$ cat src/logic/floppy_cmd_defs.vh
// Constants for the floppy command decoder: register offsets, interrupt
// bits, fixed status values, reset values and timing.
// Assumes inclusion by bare name from the design files.
`ifndef FLOPPY_CMD_DEFS_VH
`define FLOPPY_CMD_DEFS_VH

// Register offsets on the plain register port
`define OFS_DATA 4'h0
`define OFS_STAT 4'h4
`define OFS_ISTAT 4'h8
`define OFS_IMASK 4'hC

// Interrupt status bit positions
`define IRQ_SEEK_END 0
`define IRQ_RESULT 1
`define IRQ_INVALID 2
`define IRQ_BITS 3

// Fixed status byte values
`define ST0_INVALID 8'h80
`define ST0_SEEK_END 8'h20

// Reset values of specify and configure fields
`define RST_SPEC1 8'h00
`define RST_SPEC2 8'h00
`define RST_CONFIG 8'h20
`define RST_PRECOMP_START_TRACK 8'h00

// Recalibrate gives up after this many steps without track 0
`define RECAL_MAX_STEPS 8'h4F
// Step gap is (STEP_GAP_BASE - step_rate_time) milliseconds
`define STEP_GAP_BASE 5'h10
// Sector size for size code 0 is data_length; otherwise 128 << size
`define SECTOR_UNIT 15'h0080

// Timing
`define CLK_PERIOD_NS 20
`define ONE_MS_NS 1000000
`define CYC_PER_MS (`ONE_MS_NS / `CLK_PERIOD_NS)

`endif

$ cat src/logic/head_stepper.v
// Head stepper: issues step pulses at the programmed rate toward a
// cylinder, optionally stopping early once track 0 is reported.
// Assumes i_track0 is already synchronised to i_ref_clk.
`timescale 1ns/1ps
`include "floppy_cmd_defs.vh"

module head_stepper #(
  parameter CYC_PER_MS = `CYC_PER_MS
) (
  input wire i_ref_clk,
  input wire i_resetn,
  input wire i_go,
  input wire [7:0] i_steps,
  input wire [3:0] i_srt,
  input wire i_stop_at_track0,
  input wire i_track0,
  output reg o_step,
  output reg o_done
);

reg busy_q;
reg [7:0] left_q;
reg [4:0] gap_q;
reg [23:0] ms_cnt_q;
// Last count of one millisecond, cut to the counter's width
localparam [23:0] MS_LAST = CYC_PER_MS[23:0] - 24'h00_0001;

////////////////////////////////////////////////////////////////////////
// Gap is counted after each pulse, so the head settles before done
always @(posedge i_ref_clk or negedge i_resetn) begin
  if (!i_resetn) begin
    busy_q <= 1'b0;
    left_q <= 8'h00;
    gap_q <= 5'h00;
    ms_cnt_q <= 24'h00_0000;
    o_step <= 1'b0;
    o_done <= 1'b0;
  end else begin
    o_step <= 1'b0;
    o_done <= 1'b0;
    if (i_go) begin
      busy_q <= 1'b1;
      left_q <= i_steps;
      gap_q <= 5'h00;
      ms_cnt_q <= 24'h00_0000;
    end else if (busy_q) begin
      if (gap_q != 5'h00) begin
        if (ms_cnt_q == MS_LAST) begin
          ms_cnt_q <= 24'h00_0000;
          gap_q <= gap_q - 5'h01;
        end else begin
          ms_cnt_q <= ms_cnt_q + 24'h00_0001;
        end
      end else if (left_q == 8'h00 || (i_stop_at_track0 && i_track0)) begin
        busy_q <= 1'b0;
        o_done <= 1'b1;
      end else begin
        o_step <= 1'b1;
        left_q <= left_q - 8'h01;
        gap_q <= `STEP_GAP_BASE - {1'b0, i_srt};
      end
    end
  end
end

endmodule // head_stepper

$ cat src/logic/floppy_command_decoder.v
// Floppy command decoder: takes command packets through the data
// register, executes them and hands back result bytes.
// Assumes a single 50 MHz clock; drive pins arrive asynchronously.
//
// Overview of operation
// Write deleted data is opcode with multitrack in bit 7, density in bit 6, then head/drive byte and the C, H, R, N identifiers.
// After final sector, gap length and data length, write deleted data moves sector bytes from system to drive.
// Write deleted data ends with seven result bytes: three status bytes then C, H, R, N as left after execution.
// Recalibrate takes a drive byte, steps that head back to track 0 and interrupts with no result bytes.
// Sense interrupt status returns status byte zero then the drive's present cylinder.
// Software issues sense interrupt status after every seek or recalibrate to collect status and acknowledge it.
// Seek takes head/drive and new cylinder bytes and steps until the head is over that cylinder.
// Register dump places ten bytes: four present cylinders, step/unload, load/non-DMA, sector count, lock bits, configure bits, precomp track.
//      The code fills the sector count byte with the stale fourth command byte, cb_q[3].
// Format track takes size, sectors per track, gap and filler, then four id bytes per sector, and returns three status and four undefined bytes.
// Specify loads step rate and head unload from its first byte and head load and non-DMA from its second, with no result.
// An unknown opcode does nothing and returns the single status byte 80 hex.
//
// Implementation choices: the strobed register port and the address map.
`timescale 1ns/1ps
`include "floppy_cmd_defs.vh"

module floppy_command_decoder #(
  parameter CYC_PER_MS = `CYC_PER_MS
) (
  input wire i_ref_clk,
  input wire i_resetn,
  input wire [3:0] i_addr,
  input wire [7:0] i_wdata,
  input wire i_wr,
  input wire i_rd,
  output reg [7:0] o_rdata,
  output reg o_irq,
  input wire i_track0_n,
  output wire o_step,
  output reg o_dir_in,
  output reg [1:0] o_drive_sel,
  output reg o_head,
  output reg [7:0] o_drv_data,
  output reg o_drv_wr
);

localparam S_CMD = 3'd0, S_DISP = 3'd1, S_STEP = 3'd2;
localparam S_XFER = 3'd3, S_FMT = 3'd4, S_RES = 3'd5;

reg [2:0] state_q;
reg [7:0] cb_q [0:8];
reg [7:0] res_q [0:9];
reg [7:0] pcn_q [0:3];
reg [3:0] cb_cnt_q, res_n_q, res_i_q;
reg [7:0] spec1_q, spec2_q, config_q, precomp_start_track_q;
reg [14:0] xfer_cnt_q;
reg [9:0] fmt_cnt_q;
reg [7:0] target_q, end_st0_q, go_steps_q;
reg recal_q, seek_end_q, go_q, trk_meta_q, trk_sync_q;
reg [1:0] end_drv_q;
reg [`IRQ_BITS-1:0] istat_q, imask_q, ev, w1c;
wire step_done;
wire wr_data = i_wr && i_addr == `OFS_DATA;
wire rd_data = i_rd && i_addr == `OFS_DATA;

// Bytes in each packet; zero marks an unknown opcode
function [3:0] cmd_len;
  input [7:0] op;
  begin
    cmd_len = 4'd0;
    if (op[5:0] == 6'h09) cmd_len = 4'd9;
    else if (!op[7] && op[5:0] == 6'h0D) cmd_len = 4'd6;
    else if (op == 8'h07) cmd_len = 4'd2;
    else if (op == 8'h08) cmd_len = 4'd1;
    else if (op == 8'h03) cmd_len = 4'd3;
    else if (op == 8'h0F) cmd_len = 4'd3;
    else if (op == 8'h13) cmd_len = 4'd4;
    else if (op == 8'h0E) cmd_len = 4'd1;
    else if (op[7] && op[5:0] == 6'h0F) cmd_len = 4'd3;
  end
endfunction

////////////////////////////////////////////////////////////////////////
// Track 0 pin crosses in through two flops
always @(posedge i_ref_clk or negedge i_resetn) begin
  if (!i_resetn) begin
    trk_meta_q <= 1'b0;
    trk_sync_q <= 1'b0;
  end else begin
    trk_meta_q <= ~i_track0_n;
    trk_sync_q <= trk_meta_q;
  end
end

head_stepper #(.CYC_PER_MS(CYC_PER_MS)) u_stepper (
  .i_ref_clk(i_ref_clk),
  .i_resetn(i_resetn),
  .i_go(go_q),
  .i_steps(go_steps_q),
  .i_srt(spec1_q[7:4]),
  .i_stop_at_track0(recal_q),
  .i_track0(trk_sync_q),
  .o_step(o_step),
  .o_done(step_done)
);

////////////////////////////////////////////////////////////////////////
// Command, execution and result phases
integer k;
always @(posedge i_ref_clk or negedge i_resetn) begin
  if (!i_resetn) begin
    state_q <= S_CMD;
    cb_cnt_q <= 4'd0;
    res_n_q <= 4'd0;
    res_i_q <= 4'd0;
    for (k = 0; k < 9; k = k + 1) cb_q[k] <= 8'h00;
    for (k = 0; k < 10; k = k + 1) res_q[k] <= 8'h00;
    for (k = 0; k < 4; k = k + 1) pcn_q[k] <= 8'h00;
    spec1_q <= `RST_SPEC1;
    spec2_q <= `RST_SPEC2;
    config_q <= `RST_CONFIG;
    precomp_start_track_q <= `RST_PRECOMP_START_TRACK;
    xfer_cnt_q <= 15'h0000;
    fmt_cnt_q <= 10'h000;
    target_q <= 8'h00;
    recal_q <= 1'b0;
    seek_end_q <= 1'b0;
    end_st0_q <= 8'h00;
    end_drv_q <= 2'b00;
    go_q <= 1'b0;
    go_steps_q <= 8'h00;
    o_dir_in <= 1'b0;
    o_drive_sel <= 2'b00;
    o_head <= 1'b0;
    o_drv_data <= 8'h00;
    o_drv_wr <= 1'b0;
    ev <= {`IRQ_BITS{1'b0}};
  end else begin
    go_q <= 1'b0;
    o_drv_wr <= 1'b0;
    ev <= {`IRQ_BITS{1'b0}};
    case (state_q)
      S_CMD: begin
        if (wr_data) begin
          cb_q[cb_cnt_q] <= i_wdata;
          if (cb_cnt_q == 4'd0 && cmd_len(i_wdata) == 4'd0) begin
            res_q[0] <= `ST0_INVALID;
            res_n_q <= 4'd1;
            res_i_q <= 4'd0;
            state_q <= S_RES;
            ev[`IRQ_INVALID] <= 1'b1;
          end else if (cb_cnt_q + 4'd1 == cmd_len(cb_cnt_q == 4'd0 ?
                                                 i_wdata : cb_q[0])) begin
            cb_cnt_q <= 4'd0;
            state_q <= S_DISP;
          end else begin
            cb_cnt_q <= cb_cnt_q + 4'd1;
          end
        end
      end
      S_DISP: begin
        res_i_q <= 4'd0;
        o_drive_sel <= cb_q[1][1:0];
        o_head <= cb_q[1][2];
        state_q <= S_RES;
        if (cb_q[0][5:0] == 6'h09) begin
          // Size code 0 means the data length byte gives the count
          xfer_cnt_q <= (cb_q[5] == 8'h00) ? {7'h00, cb_q[8]} :
                        (`SECTOR_UNIT << cb_q[5][2:0]);
          state_q <= S_XFER;
        end else if (cb_q[0] == 8'h0D || cb_q[0] == 8'h4D) begin
          fmt_cnt_q <= {cb_q[3], 2'b00};
          state_q <= S_FMT;
        end else if (cb_q[0] == 8'h07) begin
          recal_q <= 1'b1;
          o_dir_in <= 1'b0;
          go_steps_q <= `RECAL_MAX_STEPS;
          target_q <= 8'h00;
          go_q <= 1'b1;
          state_q <= S_STEP;
        end else if (cb_q[0] == 8'h08) begin
          // Without a pending completion this is an invalid request
          res_q[0] <= seek_end_q ? end_st0_q : `ST0_INVALID;
          res_q[1] <= pcn_q[end_drv_q];
          res_n_q <= seek_end_q ? 4'd2 : 4'd1;
          seek_end_q <= 1'b0;
        end else if (cb_q[0] == 8'h03) begin
          spec1_q <= cb_q[1];
          spec2_q <= cb_q[2];
          state_q <= S_CMD;
        end else if (cb_q[0] == 8'h13) begin
          config_q <= cb_q[2];
          precomp_start_track_q <= cb_q[3];
          state_q <= S_CMD;
        end else if (cb_q[0] == 8'h0E) begin
          for (k = 0; k < 4; k = k + 1) res_q[k] <= pcn_q[k];
          res_q[4] <= spec1_q;
          res_q[5] <= spec2_q;
          res_q[6] <= cb_q[3];
          res_q[7] <= 8'h00;
          res_q[8] <= config_q;
          res_q[9] <= precomp_start_track_q;
          res_n_q <= 4'd10;
        end else begin
          // Seek and relative seek; relative outward stops at 0
          recal_q <= 1'b0;
          go_q <= 1'b1;
          state_q <= S_STEP;
          if (cb_q[0] == 8'h0F) begin
            target_q <= cb_q[2];
            o_dir_in <= cb_q[2] > pcn_q[cb_q[1][1:0]];
            go_steps_q <= (cb_q[2] > pcn_q[cb_q[1][1:0]]) ?
                          cb_q[2] - pcn_q[cb_q[1][1:0]] :
                          pcn_q[cb_q[1][1:0]] - cb_q[2];
          end else if (cb_q[0][6]) begin
            target_q <= pcn_q[cb_q[1][1:0]] + cb_q[2];
            o_dir_in <= 1'b1;
            go_steps_q <= cb_q[2];
          end else begin
            o_dir_in <= 1'b0;
            if (cb_q[2] > pcn_q[cb_q[1][1:0]]) begin
              target_q <= 8'h00;
              go_steps_q <= pcn_q[cb_q[1][1:0]];
            end else begin
              target_q <= pcn_q[cb_q[1][1:0]] - cb_q[2];
              go_steps_q <= cb_q[2];
            end
          end
        end
      end
      S_STEP: begin
        if (step_done) begin
          pcn_q[o_drive_sel] <= target_q;
          end_st0_q <= `ST0_SEEK_END | {5'h00, o_head, o_drive_sel};
          end_drv_q <= o_drive_sel;
          seek_end_q <= 1'b1;
          ev[`IRQ_SEEK_END] <= 1'b1;
          state_q <= S_CMD;
        end
      end
      S_XFER, S_FMT: begin
        if (wr_data) begin
          o_drv_data <= i_wdata;
          o_drv_wr <= 1'b1;
          xfer_cnt_q <= xfer_cnt_q - 15'h0001;
          fmt_cnt_q <= fmt_cnt_q - 10'h001;
        end
        if ((state_q == S_XFER && xfer_cnt_q == 15'h0000) ||
            (state_q == S_FMT && fmt_cnt_q == 10'h000)) begin
          res_q[0] <= {5'h00, o_head, o_drive_sel};
          res_q[1] <= 8'h00;
          res_q[2] <= 8'h00;
          res_q[3] <= cb_q[2];
          res_q[4] <= cb_q[3];
          res_q[5] <= (state_q == S_XFER) ? cb_q[4] + 8'h01 : 8'h00;
          res_q[6] <= (state_q == S_XFER) ? cb_q[5] : 8'h00;
          res_n_q <= 4'd7;
          res_i_q <= 4'd0;
          state_q <= S_RES;
          ev[`IRQ_RESULT] <= 1'b1;
        end
      end
      S_RES: begin
        if (rd_data) begin
          res_i_q <= res_i_q + 4'd1;
          if (res_i_q + 4'd1 >= res_n_q) state_q <= S_CMD;
        end
      end
      default: state_q <= S_CMD;
    endcase
  end
end

////////////////////////////////////////////////////////////////////////
// Register port, sticky interrupt status with set winning over clear
always @* begin
  w1c = (i_wr && i_addr == `OFS_ISTAT) ? i_wdata[`IRQ_BITS-1:0] :
        {`IRQ_BITS{1'b0}};
end

always @(posedge i_ref_clk or negedge i_resetn) begin
  if (!i_resetn) begin
    istat_q <= {`IRQ_BITS{1'b0}};
    imask_q <= {`IRQ_BITS{1'b0}};
    o_irq <= 1'b0;
    o_rdata <= 8'h00;
  end else begin
    istat_q <= (istat_q & ~w1c) | ev;
    if (i_wr && i_addr == `OFS_IMASK) imask_q <= i_wdata[`IRQ_BITS-1:0];
    o_irq <= |(istat_q & imask_q);
    o_rdata <= 8'h00;
    if (i_rd) begin
      case (i_addr)
        `OFS_DATA: o_rdata <= (state_q == S_RES) ? res_q[res_i_q] : 8'h00;
        `OFS_STAT: o_rdata <= {5'h00, state_q == S_RES,
                               state_q == S_CMD, state_q != S_CMD};
        `OFS_ISTAT: o_rdata <= {5'h00, istat_q};
        `OFS_IMASK: o_rdata <= {5'h00, imask_q};
        default: o_rdata <= 8'h00;
      endcase
    end
  end
end

endmodule // floppy_command_decoder

$ cat config.mk
export PLATFORM = sky130hd
export DESIGN_NAME = floppy_command_decoder
export DESIGN_NICKNAME = d
export VERILOG_FILES = /design/src/logic/head_stepper.v /design/src/logic/floppy_command_decoder.v
export VERILOG_INCLUDE_DIRS = /design/src /design/src/logic
export SDC_FILE = /design/constraint.sdc
export NUM_CORES = 1
export LEC_CHECK = 0
export BUFFER_PORTS_ARGS = -buffer_cell sky130_fd_sc_hd__buf_4
export CORE_MARGIN = 2
export CORE_UTILIZATION = 50
export DETAILED_ROUTE_END_ITERATION = 10
export PLACE_DENSITY_LB_ADDON = 0.1
export SYNTH_ARGS = -nofsm -noshare
export SYNTH_HDL_FRONTEND = slang
export SYNTH_HIERARCHICAL = 1
export SYNTH_SLANG_ARGS = --single-unit
$ cat constraint.sdc
create_clock -name i_ref_clk -period 4.4 [get_ports i_ref_clk]
set_clock_uncertainty 0.05 [all_clocks]
set_input_delay 0.88 -clock i_ref_clk [delete_from_list [all_inputs] [get_ports i_ref_clk]]
set_output_delay 0.88 -clock i_ref_clk [all_outputs]
set_load 0.005 [all_outputs]
=== Yosys cells after proc, flatten, opt, wreduce, memory -nomap -nowiden ===
Cells that the tools add are included.

* RAM bits: 0
* Bits in latches: 0
* Memories kept: 0
* Input port bits: 17
* Output and inout port bits: 23
* Register bits after elaboration: 346
* Logic and storage cells: 394
* ROM bits: 0

* Multiply operators: 0
* Mux-type cells: 176
* $add $sub $neg: 12
* Div/mod/pow operators: 0
* Shifts and indexed selects: 1
* $lt $le $gt $ge: 9
* Bitwise logic cells: 17
* Reduce and logical (&&, ||, !) cells: 56
* Equality and inequality tests: 66

{| class="wikitable"
|+ Operators with widths
! kind !! count
|-
| $mux W80 || 6
|-
| $mux W8 || 37
|-
| $mux W24 || 4
|-
| $pmux W48 S2 || 1
|-
| $mux W4 || 22
|-
| $mux W3 || 27
|-
| $eq A8 B4 Y1 const B || 10
|-
| $bwmux W72 || 1
|-
| $mux W64 || 1
|-
| $mux W56 || 1
|-
| $mux W1 || 45
|-
| $mux W15 || 3
|-
| $ne A2 B2 Y1 const B || 22
|-
| $eq A6 B4 Y1 const B || 7
|-
| $bmux W8 S2 || 2
|-
| $bmux W8 S4 || 1
|-
| $bwmux W32 || 1
|-
| $demux W8 S4 || 1
|-
| $pmux W8 S4 || 1
|-
| $mux W10 || 3
|-
| $pmux W15 S2 || 1
|-
| $mux W5 || 5
|-
| $add A24 B1 Y24 const B || 1
|-
| $eq A24 B16 Y1 const B || 1
|-
| other kinds (67) || 133
|}

=== Longest topological paths before layout ===
Gate-level depths: netlist (run 1).

* Depth after elaboration: 23
* Mapped depth: 13
* Gate-level depth less buffers: 12

=== Hierarchy ===
The synthesis (run 1) kept the hierarchy.

{| class="wikitable"
|+ By module, submodules not included
! module !! sequential area each (um^2) !! instances !! cells an instance !! area each (um^2)
|-
| floppy_command_decoder || 7208.2 || 1 || 1448 || 15165.8
|-
| head_stepper || 1001.0 || 1 || 282 || 2517.4
|}

=== Worst setup path before layout (run 1) ===
Ideal clock, no wire load.

* Path kind: register -> register
* From: register cb_q[56] (netlist bit)
* To: register go_steps_q[7]
* Arrival time: 3.529 ns
* Period minus slack after synthesis: 3.703 ns
* Stages on the path, launching flop included: 14
* Setup time: 0.124 ns
* Path buffers: 3
* Data required time: 4.226 ns
* Setup slack: 0.697 ns
* Path through: dfrtp_1 buf_1 mux4_2 ha_1 buf_2 and2_1 and3_1 and4_1 a22oi_2 and2_1 buf_4 mux2i_1 nor2_1 a211o_1

* Cells in the longest elaborated chain, start to end: 13
* Elaborated cells between the ends (all ways): 16
* Those cells by class: add/sub: 2; order compare: 1; mux: 12; bitwise: 1

{| class="wikitable"
|+ Ends and longest elaborated chain
! what !! line !! source
|-
| start, declared || floppy_command_decoder.v:47 || <nowiki>reg [7:0] cb_q [0:8];</nowiki>
|-
| start signal, assigned by index || floppy_command_decoder.v:141 || <nowiki>cb_q[cb_cnt_q] <= i_wdata;</nowiki>
|-
| $not A2 Y3 (not written as such) * || - ||
|-
| $bmux W8 S2 * || - ||
|-
| $mux W8 (not written as such) * (2 in a row) || - ||
|-
| $gt A8 B8 Y1 || floppy_command_decoder.v:208, floppy_command_decoder.v:217 ||
|-
| $mux W8 || floppy_command_decoder.v:217 || <nowiki>if (cb_q[2] > pcn_q[cb_q[1][1:0]]) begin</nowiki>
|-
| $mux W8 || floppy_command_decoder.v:211 || <nowiki>end else if (cb_q[0][6]) begin</nowiki>
|-
| $mux W8 * || floppy_command_decoder.v:205 || <nowiki>if (cb_q[0] == 8'h0F) begin</nowiki>
|-
| $mux W8 * || floppy_command_decoder.v:191 || <nowiki>end else if (cb_q[0] == 8'h0E) begin</nowiki>
|-
| $mux W8 * || floppy_command_decoder.v:187 || <nowiki>end else if (cb_q[0] == 8'h13) begin</nowiki>
|-
| $mux W8 * || floppy_command_decoder.v:183 || <nowiki>end else if (cb_q[0] == 8'h03) begin</nowiki>
|-
| $mux W8 * || floppy_command_decoder.v:177 || <nowiki>end else if (cb_q[0] == 8'h08) begin</nowiki>
|-
| $mux W8 * || floppy_command_decoder.v:170 || <nowiki>end else if (cb_q[0] == 8'h07) begin</nowiki>
|-
| end signal, assigned || floppy_command_decoder.v:173 || <nowiki>go_steps_q <= `RECAL_MAX_STEPS;</nowiki>
|-
| end signal, assigned || floppy_command_decoder.v:208 || <nowiki>go_steps_q <= (cb_q[2] > pcn_q[cb_q[1][1:0]]) ?</nowiki>
|-
| end signal, assigned || floppy_command_decoder.v:214 || <nowiki>go_steps_q <= cb_q[2];</nowiki>
|-
| end, declared || floppy_command_decoder.v:54 || <nowiki>reg [7:0] target_q, end_st0_q, go_steps_q;</nowiki>
|}

Every way passes the cells marked *; elsewhere a longest branch is shown, timed or not. The select of a mux whose other input is x is not followed.
A chain may end at the register's enable or synchronous reset.

=== Worst setup path in the final report (run 1) ===
Ends and elaborated chain as after synthesis.

==> results of run 1 <==
-- sequential cells by signal, summed over array words and instances, names as in the netlist, 5 cells and up --
signal	flops
spec2_q	8
pcn_q	32
u_stepper/left_q	8
u_stepper/ms_cnt_q	24
xfer_cnt_q	15
o_drv_data	8
spec1_q	8
u_stepper/gap_q	5
target_q	8
config_q	8
cb_q	56
o_rdata	8
go_steps_q	8
fmt_cnt_q	10
precomp_start_track_q	8
res_q	72
-- per-stage QoR --
stage	hold WS, ns	cells	area (um^2)
4_1_cts	0.305	2227	19800
6_report	0.303	2227	19800
3_3_place_gp	0.286	2160	18400
3_5_place_dp	0.293	2160	18400
5_1_grt	0.307	2227	19800
2_1_floorplan	0.281	1730	17700
-- cells in the mapped netlist, types with 17 or more instances --
master | n | area [um^2]
inv_1 | 72 | 270
xnor2_1 | 24 | 210
nor4_1 | 17 | 106
xor2_1 | 18 | 158
mux2_2 | 131 | 1480
nand3_1 | 36 | 180
mux4_2 | 24 | 541
dfrtp_1 | 327 | 8180
a21oi_1 | 83 | 415
a22oi_1 | 41 | 308
ha_1 | 43 | 538
o21ai_0 | 147 | 736
nand2_1 | 203 | 762
and2_1 | 17 | 106
mux2i_1 | 34 | 340
clkbuf_1 | 55 | 206
a31oi_1 | 19 | 119
buf_2 | 28 | 140
o22ai_1 | 19 | 119
nand4_1 | 19 | 119
nor2_1 | 94 | 353
nor3_1 | 28 | 140
-- worst min-delay path by stage --
stage / slack [ns] / to
global route: 0.31 / trk_sync_q$_DFF_PN0_
CTS: 0.30 / trk_sync_q$_DFF_PN0_
global placement: 0.29 / trk_sync_q$_DFF_PN0_
finish: 0.30 / trk_sync_q$_DFF_PN0_
detailed placement: 0.29 / trk_sync_q$_DFF_PN0_
floorplan: 0.28 / trk_sync_q$_DFF_PN0_
-- metal layers --
layer  vias to the layer above  part of all wire [%]  GRT usage (%)
met2                       435                    45           41.7
met1                      6812                    47           40.8
met3                        58                   6.1           4.17
li1                       6304                     -              -
met4                         2                   2.2           7.02
met5                         -                 0.027              0
-- final cells by class --
class	instances	area [um^2]	share of cell area [%]
Tap cell	455	569	2.87
Sequential cell	328	8210	41.4
Inverter	75	282	1.42
Multi-Input combinational cell	1231	8790	44.4
Clock buffer	46	1030	5.21
Timing Repair Buffer	71	578	2.92
Clock inverter	21	352	1.77
-- power by group through the flow --
stage | Combinational [W] | Sequential, W | Clock (W)
final | 0.000133 | 0.00303 | 0.00351
after global routing | 0.000151 | 0.00303 | 0.00369
after CTS | 0.000137 | 0.00303 | 0.00358
after detailed placement | 0.000137 | 0.00308 | 0
after global placement | 0.000137 | 0.00308 | 0
after floorplan | 0.0000339 | 0.00308 | 0
-- logic make-up (layout without fill, tap and decap cells) --
logic type,Yosys count,count (layout),share of synthesized area [%]
AOI/OAI and AO/OA,433,433,15.7
xor gates and xnor gates,42,42,2.08
adders and majority gates,46,46,3.38
buffers and inverters,171,213,4.00
DFF,328,328,46.4
muxes,189,189,13.3
and+or+nand+nor,521,521,15.1
-- worst max-delay path, cell delays in order (launching register included) --
cell and delay (ns):
dfrtp_1 0.71, mux4_2 0.65, ha_1 0.39, and2_1 0.21, and3_1 0.22, and4_1 0.22
a22oi_2 0.20, and2_1 0.51, mux2i_1 0.26, nor2_1 0.07, a211o_1 0.26
==> out/qor.txt, run 1 <==
Count of final hold-check violations - 0
Synth Instances - 1730
Iteration-0 DRC Markers - 1337
Crit. Startpoint - cb_q[56]$_DFFE_PN0P_
Max-Slew Margin vs Limit - 30.7%
Pin count of the biggest net entering global routing - 103
Dpl hpwl - 34200 um
Root Driver - clkbuf_16
Drt drc - 0
Via/cell ratio - 6.11
# port buffers - 39
Min-Delay Path Class - register to register
CTS Buf Count - 38
Static Leakage - 8.89 nW
Reg2reg start - cb_q[56]$_DFFE_PN0P_
Sink Count - 328
All-Layer GR Usage - 27.3%
Total Routed Length - 48700 um
FF+latch count, synth - 328
CP endpoint - go_steps_q[7]$_DFFE_PN0P_
Max Cap Viol - 0
Final worst slack - 0.508 ns
Mapped Nets - 1793
Internal power - 0.00526 W
Post-layout util - 57.1%
Post-place setup slack - 0.552 ns
Core Area - 34700 um^2
Type of element capturing the critical path - register
Max frequency - 257 MHz
Actual slew at the worst max-slew pin - 1.02 ns
Sw frac - 21.2%
Final setup viols - 0
Deepest level of the CTS H-tree - 2
Yosys warnings - 6
Cells on worst reg2reg path - 10
Max Fanout on Critical Path - 11
Clk slew on worst S/H paths - 0.06 ns
Final period utilization - 88.5%
Via count - 13600
Number of nets at the end of the flow - 1808
Final Wtd Congestion - 0.872
Row cnt - 68
RR Endpoint - go_steps_q[7]$_DFFE_PN0P_
Yosys cell types - 100
Number of enable flip-flop cells after synthesis - 0
Die Height - 192 um
Die area - 36900 um^2
CP Data Required Time - 4.75 ns
Fin. max-slew vios - 0
Hold_sp - trk_meta_q$_DFF_PN0_
Initial Utilization - 50.9%
DRT antenna net count - 0
Power per standard cell area - 337 nW/um^2
WP data arrival - 4.25 ns
Psw - 0.00141 W
Setup Crit Path Kind - register to register
Setup_tns - 0 ns
Setup bufs post-CTS - 0
Clock power share - 52.6%
Most frequent cells in the layout - 327 x dfrtp_1, 203 x nand2_1, 146 x o21ai_0
Initial antenna violation count - 2
Clk buf depth - 3
Layout area overhead - 12.0%
Status - finished, final reports clean
Maximum VDD drop - 307 uV
Drt wl/cell - 21.9 um
Comb pwr share - 2.0%
Async S/R FF share, synth - 100%
Cts repair resizes - 0
Tot Pwr - 0.00667 W
Die W - 192 um
Startpoint types - register
Reg-to-reg slack, setup - 0.51 ns
Commonest non-fill, non-tap cell in the layout - dfrtp_1
Cts-stage hold buffer count - 0
Primary FF master, synth - dfrtp_1
Synthesized area - 17700 um^2
Fin crit period - 3.89 ns
Drt pass-1 iters - 5
Mean post-synth cell area - 10.2 um^2
Clk Latency, worst-skew pair - 0.54 ns
Layout cells sized above 1 - 18.8%
Hold Path Stages - 0
Sequential share of the synthesized area - 46.4%
Grt total ovfl - 0
First-pass GRT wire length - 78000 um
RSZ-0062 raised after global routing - no
Register share of total power - 45.4%
CTS tree - built
Ports - 40
Number of global-route vias before repair - 13500
ANT cells - 0
Fill cells - 3076
No activity file was read; power rests on OpenSTA's default activity.
==> run 2: changes to the inputs <==
--- a/config.mk
+++ b/config.mk
@@ -7,8 +7,10 @@
 export NUM_CORES = 1
 export LEC_CHECK = 0
 export BUFFER_PORTS_ARGS = -buffer_cell sky130_fd_sc_hd__buf_4
+export CELL_PAD_IN_SITES_DETAIL_PLACEMENT = 2
+export CELL_PAD_IN_SITES_GLOBAL_PLACEMENT = 2
 export CORE_MARGIN = 2
-export CORE_UTILIZATION = 50
+export CORE_UTILIZATION = 42
 export DETAILED_ROUTE_END_ITERATION = 10
 export PLACE_DENSITY_LB_ADDON = 0.1
 export SYNTH_ARGS = -nofsm -noshare
==> constraint.sdc (replaced) <==
create_clock -name i_ref_clk -period 4.4 [get_ports i_ref_clk]
set_clock_uncertainty 0.05 [all_clocks]
set_input_delay 0.88 -clock i_ref_clk [delete_from_list [all_inputs] [get_ports i_ref_clk]]
set_output_delay 0.88 -clock i_ref_clk [all_outputs]
set_load 0.1 [all_outputs]
==> run 2 against run 1 <==
Against the previous run: final area rose by 0.39%; clock power fell by 6.8%; non-clock buffer count rose by 7; worst setup slack got worse by 0.11 ns; die area rose by 19%; largest power group unchanged; register-to-register slack got worse by 0.11 ns; sequential share of layout area fell by 0.16 points; maximum frequency fell by 2.8%; sequential power barely moved; wire length rose by 23%; critical path depth did not move.
==> out/qor.txt, run 2 (same netlist as run 1, synthesis figures left out) <==
Die W - 209 um (+8.9%)
Maximum VDD drop - 251 uV (-18%)
Min-Delay Path Class - register to register
Hold Path Stages - 0 (unchanged)
Layout cells sized above 1 - 19.2% (+0.33 points)
Count of final hold-check violations - 0 (unchanged)
Fin. max-slew vios - 0 (unchanged)
Final Wtd Congestion - 0.897 (+2.8%)
Reg2reg start - cb_q[56]$_DFFE_PN0P_
Actual slew at the worst max-slew pin - 1.11 ns (+0.0849 ns)
Worst hold slack - 0.302 ns (-0.00168 ns)
Ports - 40 (unchanged)
Cts repair resizes - 0 (unchanged)
Placed inst area - 18600 um^2 (+0.90%)
Number of nets at the end of the flow - 1816 (+0.44%)
Max Fanout on Critical Path - 11 (unchanged)
Die area - 43800 um^2 (+19%)
First-pass GRT wire length - 94400 um (+21%)
Crit-path max cell delay - 0.73 ns (+0.02 ns)
CP Data Required Time - 4.79 ns (+0.04 ns)
CTS Buf Count - 39 (+2.6%)
Most frequent cells in the layout - 327 x dfrtp_1, 203 x nand2_1, 147 x o21ai_0
Die Height - 209 um (+8.9%)
Setup_tns - 0 ns (unchanged)
Setup bufs post-CTS - 0 (unchanged)
Drt drc - 0 (unchanged)
Finished Cell Area - 19900 um^2 (+0.39%)
Type of element capturing the critical path - register
Clk slew on worst S/H paths - 0.06 ns (about the same)
Clk buf depth - 3 (unchanged)
Fill cells - 4349 (+41%)
Startpoint types - register
Iteration-0 DRC Markers - 836 (-37%)
Sink Count - 328 (unchanged)
WP buf/inv - 0 (unchanged)
Fin crit period - 4.00 ns (+0.113 ns)
# port buffers - 39 (unchanged)
Drt wl/cell - 25.9 um (+18%)
Clk Latency, worst-skew pair - 0.57 ns (+0.03 ns)
Root Driver - clkbuf_16
Layout area overhead - 12.5%
Max Cap Viol - 0 (unchanged)
Final setup viols - 0 (unchanged)
CTS tree - built
Regs by FF count - res_q (72), cb_q (56), pcn_q (32)
Power per standard cell area - 324 nW/um^2 (-3.8%)
Largest Register - res_q
Max reg flops - 72 (unchanged)
Max-Slew Margin vs Limit - 25.7% (-5.0 points)
Static Leakage - 8.91 nW (+0.23%)
DRT antenna net count - 0 (unchanged)
Status - finished, final reports clean
Initial Utilization - 42.3% (-8.6 points)
Total Routed Length - 60100 um (+23%)
Commonest non-fill, non-tap cell in the layout - dfrtp_1
Crit-path slowest cell - dfrtp_1
WP data arrival - 4.39 ns (+0.14 ns)
Crit. Startpoint - cb_q[56]$_DFFE_PN0P_
Worst path top cell family by delay - simple AND/OR/NAND/NOR gates
Setup Crit Path Kind - register to register
Dpl hpwl - 42300 um (+24%)
Deepest level of the CTS H-tree - 2 (unchanged)
Hold_sp - trk_meta_q$_DFF_PN0_
Cells on worst reg2reg path - 10 (unchanged)
Initial antenna violation count - 2 (unchanged)
Pin count of the biggest net entering global routing - 117 (+14%)
Number of global-route vias before repair - 15300 (+14%)
Critical Path, Cell by Cell - mux4_2 -> ha_1 -> and2_1 -> and3_1 -> and4_1 -> a22oi_2 -> and2_1 -> mux2i_1 -> nor2_1 -> a211o_1
Max frequency - 250 MHz (-2.8%)
Drt pass-1 iters - 5 (unchanged)
RSZ-0062 raised after global routing - no
Most frequent CP cell - and2_1
Row cnt - 75 (+10%)
Grt total ovfl - 0 (unchanged)
Via/cell ratio - 6.08 (-0.58%)
WP depth - 10 (unchanged)
Cts-stage hold buffer count - 0 (unchanged)
Via count - 14100 (+3.7%)
Core Area - 41800 um^2 (+20%)
Final period utilization - 91.0% (+2.6 points)
All-Layer GR Usage - 28.2% (+0.84 points)
run 2: cell count changes in the layout (fill, tap and decap cells not counted), sizes merged:
cell      previous run  this run
inv                 76        75
buf                 71        78
clkinv               7        11
clkinvlp             4         0
bufinv               9         1
clkbuf              46        59
diode                0         1
run 2: area by class of cell:
| class | instances | area (um^2) | share of cell area, % |
|---|---|---|---|
| clock inverter | 12 | 100 | 0.503 |
| inverter | 75 | 282 | 1.42 |
| antenna | 1 | 2.50 | 0.0126 |
| timing repair buffer | 78 | 643 | 3.23 |
| clock buffer | 59 | 1190 | 6.00 |
| sequential | 328 | 8210 | 41.3 |
| multi-input combinational | 1231 | 8780 | 44.2 |
| tap | 539 | 674 | 3.39 |
run 2: final timing paths:
path                                              to  slack (ns)
setup / recovery           go_steps_q[7]$_DFFE_PN0P_        0.40
hold / removal                  trk_sync_q$_DFF_PN0_        0.30
setup reg to reg           go_steps_q[7]$_DFFE_PN0P_        0.40
hold reg to reg                 trk_sync_q$_DFF_PN0_        0.30
max in group asynchronous  go_steps_q[6]$_DFFE_PN0P_        3.01
min in group asynchronous   fmt_cnt_q[5]$_DFFE_PN0P_        0.38
run 2: routing by layer:
metal,track usage (%),vias to the layer above,routed length (um)
met5,0,-,0
met4,7.44,0,1310
met3,4.21,81,2370
met2,45.5,250,28200
met1,39.8,7474,28200
li1,-,6310,-
run 2: power breakdown:
| group | internal, W | switching [W] | leakage, nW |
|---|---|---|---|
| logic | 0.0000323 | 0.000113 | 3.79 |
| registers | 0.00302 | 0.00000562 | 4.47 |
| clock network | 0.00193 | 0.00134 | 0.648 |
run 2: per-stage QoR:
stage / instances / total power [W] / setup slack [ns] / util (%)
after floorplan: 1730 / 0.00312 / 0.697 / -
after global placement: 2251 / 0.00323 / 0.597 / 44.5
after detailed placement: 2251 / 0.00323 / 0.417 / 44.5
after CTS: 2322 / 0.00653 / 0.382 / 47.6
after global routing: 2322 / 0.00664 / 0.212 / 47.6
final: 2323 / 0.00645 / 0.395 / 47.6
